### config.mk
export PLATFORM = sky130hd
export DESIGN_NAME = mos_marker_output_selector
export DESIGN_NICKNAME = d
export VERILOG_FILES = /design/src/pkg/mos_pkg.sv /design/src/hdl/mos_serial_port.sv /design/src/hdl/mos_marker_output_selector.sv
export SDC_FILE = /design/constraint.sdc
export NUM_CORES = 1
export LEC_CHECK = 0
export BUFFER_PORTS_ARGS = -buffer_cell sky130_fd_sc_hd__buf_2
export CORE_MARGIN = 2
export CORE_UTILIZATION = 37
export CTS_BUF_LIST = sky130_fd_sc_hd__clkbuf_4 sky130_fd_sc_hd__clkbuf_8
export CTS_CLUSTER_SIZE = 14
export DETAILED_ROUTE_END_ITERATION = 8
export PLACE_DENSITY = 0.78
export RECOVER_POWER = 25
export SYNTH_ARGS = -nofsm -noshare
export SYNTH_HDL_FRONTEND = slang
export SYNTH_HIERARCHICAL = 1
export SYNTH_SLANG_ARGS = --single-unit
### constraint.sdc
create_clock -name ref_clk -period 1 [get_ports ref_clk]
set_input_delay 0.25 -clock ref_clk [delete_from_list [all_inputs] [get_ports ref_clk]]
set_output_delay 0.25 -clock ref_clk [all_outputs]
set_load 0.01 [all_outputs]
### src/pkg/mos_pkg.sv
// shared types and constants for the marker output selector
package mos_pkg;

  // waveform sample address width
  localparam int unsigned ADDR_W          = 16;
  // number of leading arbitrary addresses flagged by the phase marker
  localparam logic [15:0] ARB_MARK_POINTS = 16'h0004;
  // serial character width and flow-control characters
  localparam int unsigned CHAR_W          = 8;
  localparam logic [7:0]  CHAR_XON        = 8'h11;
  localparam logic [7:0]  CHAR_XOFF       = 8'h13;
  // address characters carry this mark in the top bit, address in the rest
  localparam logic [7:0]  ADDR_CHAR_MARK  = 8'h80;
  localparam logic [7:0]  ADDR_CHAR_MASK  = 8'h7F;
  // reset values
  localparam logic        MARK_RESET      = 1'b0;
  localparam logic        TX_IDLE         = 1'b1;
  localparam logic        TX_PERMIT_RESET = 1'b1;

  // marker source choices
  typedef enum logic [2:0] {
    MOS_SRC_PHASE,
    MOS_SRC_POSITION,
    MOS_SRC_BURST,
    MOS_SRC_SEQUENCE,
    MOS_SRC_TRIGGER,
    MOS_SRC_SWEEP,
    MOS_SRC_LOCK
  } mos_src_t;

  // reference socket modes
  typedef enum logic [1:0] {
    MOS_REF_INPUT,
    MOS_REF_OUTPUT,
    MOS_REF_LOCK_MASTER,
    MOS_REF_LOCK_SLAVE
  } mos_ref_t;

  // role of the external trigger input
  typedef enum logic [1:0] {
    MOS_TRIG_EVENT,
    MOS_TRIG_GATE,
    MOS_TRIG_SWEEP,
    MOS_TRIG_SEQUENCE
  } mos_trig_t;

  // serial port operating modes
  typedef enum logic {
    MOS_SER_PLAIN,
    MOS_SER_ADDRESSED
  } mos_ser_t;

endpackage

### src/hdl/mos_serial_port.sv
// serial line routing, xon/xoff flow control and address matching
`timescale 1ns/1ps
module mos_serial_port
  import mos_pkg::*;
(
  // clock and reset
  input  wire logic              ref_clk,
  input  wire logic              arst_n,
  // configuration
  input  wire mos_ser_t          serMode,
  input  wire logic [6:0]        serAddress,
  // line pins
  input  wire logic              primarySerialReceive,
  input  wire logic              secondarySerialReceive,
  output logic                   primarySerialTransmit,
  output logic                   secondarySerialTransmit,
  // character side
  input  wire logic              txLine,
  output logic                   rxLine,
  input  wire logic [CHAR_W-1:0] rxChar,
  input  wire logic              rxCharValid,
  output logic                   txPermit,
  output logic                   addressed
);

  logic [1:0] priSync;
  logic [1:0] secSync;
  logic       addrMode;
  logic       isAddrChar;
  logic       addrHit;
  logic       next_txPermit;
  logic       next_addressed;

  // two stages on each receive pin; only the second stage feeds logic
  always_ff @(posedge ref_clk or negedge arst_n) begin
    if (!arst_n) begin
      priSync <= {2{TX_IDLE}};
      secSync <= {2{TX_IDLE}};
    end else begin
      priSync <= {priSync[0], primarySerialReceive};
      secSync <= {secSync[0], secondarySerialReceive};
    end
  end

  assign addrMode   = (serMode == MOS_SER_ADDRESSED);
  assign rxLine     = addrMode ? secSync[1] : priSync[1];
  assign isAddrChar = addrMode && ((rxChar & ADDR_CHAR_MARK) == ADDR_CHAR_MARK);
  assign addrHit    = ((rxChar & ADDR_CHAR_MASK) == {1'b0, serAddress});

  // flow characters only count on the active line; xoff pauses, xon resumes
  assign next_txPermit = !rxCharValid           ? txPermit :
                         (rxChar == CHAR_XOFF)  ? 1'b0 :
                         (rxChar == CHAR_XON)   ? 1'b1 : txPermit;
  // an address character selects or deselects this unit
  assign next_addressed = !addrMode                  ? 1'b1 :
                          (rxCharValid && isAddrChar) ? addrHit : addressed;

  always_ff @(posedge ref_clk or negedge arst_n) begin
    if (!arst_n) begin
      txPermit  <= TX_PERMIT_RESET;
      addressed <= 1'b0;
    end else begin
      txPermit  <= next_txPermit;
      addressed <= next_addressed;
    end
  end

  // unused line idles high; in addressed mode speak only when selected
  always_ff @(posedge ref_clk or negedge arst_n) begin
    if (!arst_n) begin
      primarySerialTransmit   <= TX_IDLE;
      secondarySerialTransmit <= TX_IDLE;
    end else begin
      primarySerialTransmit   <= addrMode ? TX_IDLE : txLine;
      secondarySerialTransmit <= (addrMode && addressed) ? txLine : TX_IDLE;
    end
  end

endmodule

### src/hdl/mos_marker_output_selector.sv
// per-channel marker source selection with socket, trigger, hold and serial control
// How it works
// - marker driven by one user-selected source
// - standard phase marker: square, rising zero, falling half
// - arbitrary phase marker: pulse over first addresses
// - position source plays stored per-address pattern
// - position on standard wave: one-sample cycle-start pulse
// - burst source low while waveform active in gated or triggered mode
// - sequence source low during last final cycle
// - trigger source gives positive trigger pulse
// - every trigger origin produces trigger marker
// - sweep source high from sweep start to end
// - lock source rises at waveform start
// - reference input default, auto switch to external
// - output mode drives internal reference onto socket
// - one lock master, all others lock slave
// - trigger input serves all roles and lock
// - hold input freezes waveform output
// - cursor pulse marks sweep or edit position
// - primary serial lines with xon/xoff control
// - addressed mode uses secondary lines and address
// - master marker feeds slave trigger for locking
`timescale 1ns/1ps
module mos_marker_output_selector
  import mos_pkg::*;
(
  // clock and reset
  input  wire logic              ref_clk,
  input  wire logic              arst_n,
  // user settings
  input  wire mos_src_t          markSource,
  input  wire mos_ref_t          refMode,
  input  wire mos_trig_t         trigRole,
  input  wire logic              gatedOrTriggered,
  // waveform engine state
  input  wire logic              sampleEn,
  input  wire logic              waveIsArb,
  input  wire logic              phaseUpperHalf,
  input  wire logic [ADDR_W-1:0] sampleAddr,
  input  wire logic              cycleStart,
  input  wire logic              patternBit,
  input  wire logic              waveActive,
  input  wire logic              lastSeqCycle,
  input  wire logic              sweepBegin,
  input  wire logic              sweepEnd,
  // trigger origins and the front-panel hold key
  input  wire logic              internalTrig,
  input  wire logic              manualTrig,
  input  wire logic              remoteTrig,
  input  wire logic              manualHold,
  // pins from outside the clock domain
  input  wire logic              external_trigger_input,
  input  wire logic              holdIn,
  input  wire logic              extRefPresent,
  // cursor sources
  input  wire logic              sweepPosHit,
  input  wire logic              editing,
  input  wire logic              editCursorHit,
  // serial pins and character side
  input  wire mos_ser_t          serMode,
  input  wire logic [6:0]        serAddress,
  input  wire logic              primarySerialReceive,
  input  wire logic              secondary_serial_receive,
  output logic                   primarySerialTransmit,
  output logic                   secondary_serial_transmit,
  input  wire logic              txLine,
  output logic                   rxLine,
  input  wire logic [CHAR_W-1:0] rxChar,
  input  wire logic              rxCharValid,
  output logic                   txPermit,
  output logic                   addressed,
  // marker and cursor outputs
  output logic                   markerOut,
  output logic                   cursorOut,
  // reference socket control
  output logic                   useExternalRef,
  output logic                   refSocketOe,
  output logic                   refSocketOut,
  // decoded trigger input roles
  output logic                   extTrigEvent,
  output logic                   extGate,
  output logic                   extSweepStart,
  output logic                   extSeqAdvance,
  output logic                   lockRestart,
  // hold control to the waveform engine
  output logic                   waveHold
);

  // synchronisers: stage one is read only by stage two
  logic [1:0] trigSync;
  logic [1:0] holdSync;
  logic [1:0] refSync;
  logic       trigPrev;

  always_ff @(posedge ref_clk or negedge arst_n) begin
    if (!arst_n) begin
      trigSync <= 2'h0;
      holdSync <= 2'h0;
      refSync  <= 2'h0;
    end else begin
      trigSync <= {trigSync[0], external_trigger_input};
      holdSync <= {holdSync[0], holdIn};
      refSync  <= {refSync[0], extRefPresent};
    end
  end

  // edge detect works on the second stage only
  always_ff @(posedge ref_clk or negedge arst_n) begin
    if (!arst_n) begin
      trigPrev <= 1'b0;
    end else begin
      trigPrev <= trigSync[1];
    end
  end

  logic extTrigRise;
  logic isLockSlave;
  logic isLockMaster;
  assign extTrigRise  = trigSync[1] && !trigPrev;
  assign isLockSlave  = (refMode == MOS_REF_LOCK_SLAVE);
  assign isLockMaster = (refMode == MOS_REF_LOCK_MASTER);

  // trigger input roles; as a lock slave the input carries the master edge
  logic next_extTrigEvent;
  logic next_extGate;
  logic next_extSweepStart;
  logic next_extSeqAdvance;
  logic next_lockRestart;
  assign next_extTrigEvent  = !isLockSlave && extTrigRise && (trigRole == MOS_TRIG_EVENT);
  assign next_extGate       = !isLockSlave && trigSync[1] && (trigRole == MOS_TRIG_GATE);
  assign next_extSweepStart = !isLockSlave && extTrigRise && (trigRole == MOS_TRIG_SWEEP);
  assign next_extSeqAdvance = !isLockSlave && extTrigRise
                              && (trigRole == MOS_TRIG_SEQUENCE);
  assign next_lockRestart   = isLockSlave && extTrigRise;

  always_ff @(posedge ref_clk or negedge arst_n) begin
    if (!arst_n) begin
      extTrigEvent  <= 1'b0;
      extGate       <= 1'b0;
      extSweepStart <= 1'b0;
      extSeqAdvance <= 1'b0;
      lockRestart   <= 1'b0;
    end else begin
      extTrigEvent  <= next_extTrigEvent;
      extGate       <= next_extGate;
      extSweepStart <= next_extSweepStart;
      extSeqAdvance <= next_extSeqAdvance;
      lockRestart   <= next_lockRestart;
    end
  end

  // hold from the pin or the front-panel key pauses the engine
  always_ff @(posedge ref_clk or negedge arst_n) begin
    if (!arst_n) begin
      waveHold <= 1'b0;
    end else begin
      waveHold <= holdSync[1] || manualHold;
    end
  end

  // reference socket: input mode by default, external taken when present
  logic next_useExternalRef;
  logic next_refSocketOe;
  assign next_useExternalRef = ((refMode == MOS_REF_INPUT) || isLockSlave) && refSync[1];
  // master drives its reference out for the slaves to follow
  assign next_refSocketOe    = (refMode == MOS_REF_OUTPUT) || isLockMaster;

  always_ff @(posedge ref_clk or negedge arst_n) begin
    if (!arst_n) begin
      useExternalRef <= 1'b0;
      refSocketOe    <= 1'b0;
    end else begin
      useExternalRef <= next_useExternalRef;
      refSocketOe    <= next_refSocketOe;
    end
  end
  // the clock itself cannot pass through a flip-flop; the pad buffer routes it
  assign refSocketOut = refSocketOe;

  // one-sample pulse at each cycle start, also the lock edge source
  logic cyclePulse;
  always_ff @(posedge ref_clk or negedge arst_n) begin
    if (!arst_n) begin
      cyclePulse <= 1'b0;
    end else if (sampleEn && !waveHold) begin
      cyclePulse <= cycleStart;
    end
  end

  // sweep span flag; a begin in the same cycle as an end wins
  logic sweepSpan;
  always_ff @(posedge ref_clk or negedge arst_n) begin
    if (!arst_n) begin
      sweepSpan <= 1'b0;
    end else if (sweepBegin) begin
      sweepSpan <= 1'b1;
    end else if (sweepEnd) begin
      sweepSpan <= 1'b0;
    end
  end

  // any trigger origin, including an external trigger event
  logic anyTrig;
  assign anyTrig = internalTrig || manualTrig || remoteTrig || next_extTrigEvent;

  // candidate levels for the phase, position, burst, sequence and lock sources
  logic phaseMark;
  logic posMark;
  logic burstMark;
  logic seqMark;
  logic lockMark;
  assign phaseMark = waveIsArb ? (sampleAddr < ARB_MARK_POINTS)
                               : !phaseUpperHalf;
  assign posMark   = waveIsArb ? patternBit : cyclePulse;
  assign burstMark = gatedOrTriggered ? !waveActive : 1'b1;
  assign seqMark   = !lastSeqCycle;
  assign lockMark  = cyclePulse;

  // selection is a plain mux; the output flop removes any decode glitch
  logic next_markerOut;
  always_comb begin
    next_markerOut = MARK_RESET;
    unique case (markSource)
      MOS_SRC_PHASE:    next_markerOut = phaseMark;
      MOS_SRC_POSITION: next_markerOut = posMark;
      MOS_SRC_BURST:    next_markerOut = burstMark;
      MOS_SRC_SEQUENCE: next_markerOut = seqMark;
      MOS_SRC_TRIGGER:  next_markerOut = anyTrig;
      MOS_SRC_SWEEP:    next_markerOut = sweepSpan;
      MOS_SRC_LOCK:     next_markerOut = lockMark;
      default:          next_markerOut = MARK_RESET;
    endcase
  end

  always_ff @(posedge ref_clk or negedge arst_n) begin
    if (!arst_n) begin
      markerOut <= MARK_RESET;
    end else begin
      markerOut <= next_markerOut;
    end
  end

  // cursor: sweep position during sweeps, edit cursor while editing an arbitrary wave
  logic next_cursorOut;
  assign next_cursorOut = (sweepSpan && sweepPosHit)
                          || (editing && waveIsArb && editCursorHit);

  always_ff @(posedge ref_clk or negedge arst_n) begin
    if (!arst_n) begin
      cursorOut <= 1'b0;
    end else begin
      cursorOut <= next_cursorOut;
    end
  end

  // remote serial port
  mos_serial_port u_serial (
    .ref_clk                 (ref_clk),
    .arst_n                  (arst_n),
    .serMode                 (serMode),
    .serAddress              (serAddress),
    .primarySerialReceive    (primarySerialReceive),
    .secondarySerialReceive  (secondary_serial_receive),
    .primarySerialTransmit   (primarySerialTransmit),
    .secondarySerialTransmit (secondary_serial_transmit),
    .txLine                  (txLine),
    .rxLine                  (rxLine),
    .rxChar                  (rxChar),
    .rxCharValid             (rxCharValid),
    .txPermit                (txPermit),
    .addressed               (addressed)
  );

endmodule

==> out/metrics.yaml, run 1 <==
status: "finished with violations"
violations: "setup timing"
num_vias: 1002
max-cap-violations: 0
drtIter0Drc: 7
drive_above_1_share_pct: 61.3
crit_arrival_ns: 1.09
gp_congestion: 0.751
placed_area_mm2: 0.00160
cts_tree: "done"
fmax_mhz: 747
final.period_utilization_pct: 134
setup_viol: 19
synthXorXnorAreaFrac_pct: 5.65
slew_headroom_pct: 77.2
cts_max_level: 1
tightest_slew_ns: 0.342
detailedPlacementHpwl_um: 2190
synth_nets: 149
synth_flop_cell: "dfrtp_1"
rows: 19
holdWs_ns: 0.0361
setup_tns_ns: -2.11
cts_made_buffers: 3
synth_seq_cells: 27
synth-compound-area-share_pct: 5.76
grt_pass1_wl_um: 4420
routed_wl_um: 2660
p_per_area_mw_per_mm2: 1210
utilization_pct: 62.4
clk_latency_ns: 0.31
finalClockSkew_ns: 0.00566
io_buffers: 78
synth_top_area_share_pct: 46.1
power.leakage_nw: 0.906
antenna_found_initial: 0
gr-usage-all-layers_pct: 17.0
fillers: 241
path_clk_slew_ns: 0.14
crit_path_max_fanout: 1
drt_first_pass_iters: 3
power_mw: 2.09
multiInputGateArea_um2: 422
clockBufferDepth: 2
hold_viol: 0
dieArea_mm2: 0.00338
ioPinCount: 81
fin_crit_ns: 1.34
yosys.area_share.simple_pct: 18.8
synthToLayoutAreaGrowth_pct: 59.9
end_kind: "primary output"
yosysSeqAreaShare_pct: 63.0
wire_per_inst_um: 12.5
synth_fa_ha_area_share_pct: 1.15
synthMuxAreaShare_pct: 3.92
vdd_ir_drop_max_uv: 968
synth-edff-count: 0
drc: 0
path_class: "reg -> out"
setup_slack_ns: -0.338
cts.sinks: 27
grt.overflow.total: 0
grt_max_degree: 28
ys_warn_count: 6
core_area_mm2: 0.00278
die_h_um: 58.2
yosys-top-cells-area: "dfrtp_1 (46%), dfstp_2 (17%), xnor2_1 (3.2%)"
antenna_cells: 0
final_area_mm2: 0.00174
cts-root-buf: "clkbuf_4"
rsz0062_at_grt: "yes"
synth_top_family_by_area: "simple AND/OR/NAND/NOR gates"
synth.avg_cell_area_um2: 13.1
final_nets: 248
synthArstFlopShare_pct: 100
grt_pass1_vias: 1090
fp.dieW_um: 58.2
antenna_left: 0
synth_cell_type_count: 32
maxSlewViolCount: 0
vias_per_cell: 4.73
synth_top_area_cell: "dfrtp_1"
hold_path_class: "in -> reg"
syn-cell-area_mm2: 0.00109
start_util_pct: 39.0
cp-start-kind: "flip-flop"
regArea_um2: 684
cp.required_ns: 0.75
syn_inst: 83
[cell type report]
cell class,instances,share of cell area (%)
multi-input combinational,52,24.3
tap,31,2.23
clock buffer,4,1.73
sequential,27,39.4
inverter,3,0.648
timing repair buffer,95,31.7
[metrics by stage]
stage / setup WS, ns / std cells
6_report: -0.338 / 212
2_1_floorplan: -0.182 / 83
3_5_place_dp: -0.360 / 201
5_1_grt: -0.408 / 212
4_1_cts: -0.340 / 208
3_3_place_gp: -0.303 / 201
[synth_stat cells, types with 2 or more instances]
| cell | count |
|---|---|
| mux2_2 | 2 |
| nand3b_1 | 2 |
| nor4_1 | 3 |
| xnor2_1 | 4 |
| nand3_1 | 2 |
| nor2_1 | 4 |
| inv_1 | 3 |
| o221ai_1 | 2 |
| dfstp_2 | 7 |
| xor2_1 | 3 |
| nand2_1 | 6 |
| or2_2 | 2 |
| nor4b_1 | 2 |
| dfrtp_1 | 20 |
| nand4_1 | 2 |
| nor2b_1 | 2 |
| mux2i_1 | 2 |
[flip-flops by register name, indices dropped and copies added (netlist names), 2 cells and up]
name and flops:
holdSync 2, trigSync 2, u_serial/priSync 2, refSync 2
u_serial/secSync 2
[final timing paths]
path	end	slack (ns)	start	cells past startpoint
worst max-delay path	rxLine	-0.34	u_serial/secSync[1]	2
worst min-delay path	trigSync[0]	0.04	external_trigger_input	1
worst max register to register	markerOut	-0.13	trigSync[1]	4
worst min register to register	u_serial/secSync[1]	0.36	u_serial/secSync[0]	0
max in group asynchronous	u_serial/secSync[0]	0.23	arst_n	3
min in group asynchronous	extSweepStart	0.47	arst_n	3
[repair_timing]
action | 4_1_cts | 5_1_grt
setup buffers | 2 | 2
hold buffers | 1 | 2
setup endpoints to repair | 17 | 18
resized for setup | 9 | 3
pin swaps | 1 | 1
hold endpoints to repair | 20 | 2
[cell families (layout without fill, tap and decap cells)]
group | count (synthesis) | count (layout)
AOI/OAI and AO/OA | 7 | 7
buffers and inverters | 4 | 102
adders and majority gates | 1 | 1
and+or+nand+nor | 33 | 33
DFF | 27 | 27
xor gates and xnor gates | 7 | 7
muxes | 4 | 4
[report_power, final]
group | total, mW | switching [mW] | internal [mW]
clock | 0.471 | 0.288 | 0.183
combinational | 0.427 | 0.176 | 0.252
sequential | 1.20 | 0.0275 | 1.17
total | 2.09 | 0.491 | 1.60
[metal layers]
| layer | wire (µm) | GRT usage, % |
|---|---|---|
| met1 | 934 | 18.0 |
| met2 | 1550 | 30.5 |
| met3 | 99 | 4.46 |
| met4 | 76 | 8.97 |
| met5 | 0 | 0 |
[worst max-delay path: stages (launching register included)]
cell and delay (ns):
dfstp_2 0.55, mux2_4 0.14, buf_6 0.09
[layout by cell type, fill, tap and decap left out, types with 4 or more instances in the layout]
cell | netlist | layout
dfrtp_1 | 20 | 20
buf_6 | 0 | 5
dfstp_2 | 7 | 7
nand2_1 | 6 | 6
buf_2 | 0 | 74
nor2_1 | 4 | 4
buf_4 | 1 | 11
xnor2_1 | 4 | 4
clkbuf_4 | 0 | 5
Power figures use the tool's default switching activity.
==> run 2, diff against run 1 <==
Settings changed: ABC_AREA from default to 1, CORE_UTILIZATION 37 to 38, PLACE_DENSITY 0.78 to 0.77.
==> run 2 against run 1 <==
  * The run still ends with setup timing left
  * Die area grew 7.8%
  * Clock-buffer cell count shrank 1
  * Sequential cell count is the same
  * Sequential power is essentially flat
  * Synthesized area grew 11%
  * Via count grew 19%
  * Global-route usage shrank 2.4 points
  * Clock power shrank 5.7%
  * Fmax grew 1.9%
  * Worst setup slack gained 0.025 ns
  * Critical path type unchanged
  * Largest power group unchanged
  * Highest routed layer unchanged
==> out/metrics.yaml, run 2 <==
status: "finished with violations"
violations: "setup timing"
wire_per_inst_um: 9.33  # -26%
grt.overflow.total: 0  # unchanged
crit_arrival_ns: 1.06  # -0.03 ns
ys_warn_count: 6  # unchanged
crit_path_end: "rxLine"
dieArea_mm2: 0.00365  # +7.8%
path_clk_slew_ns: 0.13  # about the same
rsz0062_at_grt: "yes"
reg2reg_to: "u_serial/addressed"
grt_max_degree: 28  # unchanged
antenna_cells: 0  # unchanged
synthTopCellsByCount: "nand2_1 (42), inv_1 (24), nor2_1 (23)"
cp_cell_sequence: "nand2_1, nand2_1, buf_2"
cts_max_level: 1  # unchanged
setup_tns_ns: -2.02  # +0.0889 ns
layout_common_cells: "buf_2 (73), nand2_1 (42), inv_1 (23), nor2_1 (23), dfrtp_1 (20)"
slowest_stage: "dfstp_2"
instances_no_fill: 280  # +32%
crit_path_max_fanout: 1  # unchanged
detailedPlacementHpwl_um: 2090  # -4.2%
cp.required_ns: 0.75  # about the same
critical_path.top_delay_family: "flip-flops"
synth_flop_cell: "dfrtp_1"
core_area_mm2: 0.00303  # +8.9%
synth_top_area_cell: "dfrtp_1"
grt_pass1_vias: 1048  # -3.9%
finalClockSkew_ns: 0.00219  # -0.00346 ns
cpMostUsedCell: "nand2_1"
vdd_ir_drop_max_uv: 1080  # +11%
reg2reg_setup_slack_ns: 0.07  # +0.20 ns
rows: 20  # +1
die_h_um: 60.4  # +3.8%
io_buffers: 78  # unchanged
synth.most_common_cell: "nand2_1"
start_util_pct: 39.9  # +0.87 points
synth_top_area_share_pct: 41.4  # -4.7 points
slowest_delay_ns: 0.54  # about the same
hold_path_class: "in -> reg"
yosysSeqAreaShare_pct: 56.6  # -6.4 points
maxSlewViolCount: 0  # unchanged
vias_per_cell: 4.24  # -10%
final.period_utilization_pct: 131  # -2.5 points
synth_seq_cells: 27  # unchanged
clockBufferDepth: 2  # unchanged
routed_wl_um: 2610  # -1.6%
power_mw: 2.07  # -1.2%
yosys-top-cells-area: "dfrtp_1 (41%), dfstp_2 (15%), nand2_1 (13%)"
path_buf_inv: 1  # unchanged
path_class: "reg -> out"
antenna_found_initial: 0  # unchanged
cts.sinks: 27  # unchanged
fmax_mhz: 762  # +1.9%
fp.dieW_um: 60.4  # +3.8%
slew_headroom_pct: 76.0  # -1.2 points
grt_pass1_wl_um: 3970  # -10%
max-cap-violations: 0  # unchanged
synth_nets: 211  # +42%
drt_first_pass_iters: 4  # +1
num_vias: 1188  # +19%
dpl.cell_count: 268  # +33%
end_kind: "primary output"
synth_cell_type_count: 21  # -34%
cp-start-kind: "flip-flop"
drive_above_1_share_pct: 42.4  # -19 points
synthToLayoutAreaGrowth_pct: 48.9
pre_cts_ws_ns: -0.133  # +0.227 ns
fin_crit_ns: 1.31  # -0.0251 ns
p_per_area_mw_per_mm2: 1150  # -4.6%
gp_congestion: 0.739  # -1.5%
tightest_slew_ns: 0.360  # +0.0176 ns
worst-path-stages: 3  # +1
cts_tree: "done"
synthArstFlopShare_pct: 100  # unchanged
antenna_left: 0  # unchanged
synth-edff-count: 0  # unchanged
synth.avg_cell_area_um2: 8.34  # -36%
syn-cell-area_mm2: 0.00121  # +11%
timing.rr.start: "u_serial/addressed"
drc: 0  # unchanged
fillers: 298  # +24%
cts_made_buffers: 3  # unchanged
cts-root-buf: "clkbuf_4"
final_common_cell: "buf_2"
syn_inst: 145  # +75%
final_nets: 303  # +22%
ioPinCount: 81  # unchanged
setup_slack_ns: -0.313  # +0.0251 ns
gr-usage-all-layers_pct: 14.6  # -2.4 points
hold_viol: 0  # unchanged
utilization_pct: 59.4  # -3.0 points
clk_latency_ns: 0.31  # about the same
drtIter0Drc: 45  # +38
setup_viol: 16  # -3
power.leakage_nw: 1.02  # +12%
worstSetupStartpoint: "u_serial/priSync[1]"
reg2regPathDepth: 4  # unchanged
[run 2: how the worst min path moves through the flow]
| stage | from | endpoint | slack, ns | depth (start not counted) |
|---|---|---|---|---|
| finish | trigRole[0] | extSweepStart | 0.09 | 2 |
| global placement | arst_n | extTrigEvent | 0.21 | 2 |
| detailed placement | arst_n | extTrigEvent | 0.20 | 2 |
| CTS | external_trigger_input | trigSync[0] | 0.01 | 1 |
| global route | sweepEnd | sweepSpan | 0.07 | 2 |
| floorplan | arst_n | cursorOut | -0.05 | 0 |
[run 2: layout make-up]
cell class,instances,area (µm²),area share [%]
clock buffer,3,22.5,1.25
sequential,27,684,38.0
inverter,24,90.1,5.01
multi-input combinational,93,430,23.9
tap,44,55.1,3.06
clock inverter,1,5.00,0.278
timing repair buffer,88,512,28.4
[run 2: timing repair]
action / CTS / global route
setup buffers: 1 / 1
pin swaps: 1 / 0
hold buffers: 3 / 3
resized for setup: 4 / 5
endpoints found under the setup margin: 16 / 17
endpoints found under the hold margin: 22 / 3
[run 2: metrics by stage]
stage	instance area (µm²)	hold WS, ns
finish	1800	0.0878
floorplan	1210	-0.0456
global route	1800	0.0676
detailed placement	1670	0.202
global placement	1670	0.207
CTS	1760	0.0123
[run 2: report_power, final]
part	leakage, nW	internal (mW)	switching (mW)
sequential	0.314	1.17	0.0272
clock	0.0177	0.149	0.294
combinational	0.687	0.227	0.201
total	1.02	1.55	0.522
[run 2: per-layer routing]
layer	GRT usage, %	share of wire (%)	vias up
met2	27.8	47	59
met1	15.5	41	511
met3	4.69	11	2
met4	3.49	1.1	0
li1	-	-	616
met5	0	0	-
[run 2: kinds of logic (layout without fill, tap and decap cells)]
group | after synthesis | in the layout | synth area share, %
flip-flops | 27 | 27 | 56.6
XOR/XNOR | 3 | 3 | 2.17
AND/OR/NAND/NOR | 83 | 83 | 29.0
adder cells (fa/ha/maj) | 1 | 1 | 1.04
AO/OA/AOI/OAI | 6 | 6 | 3.11
buffers and inverters | 25 | 116 | 8.08
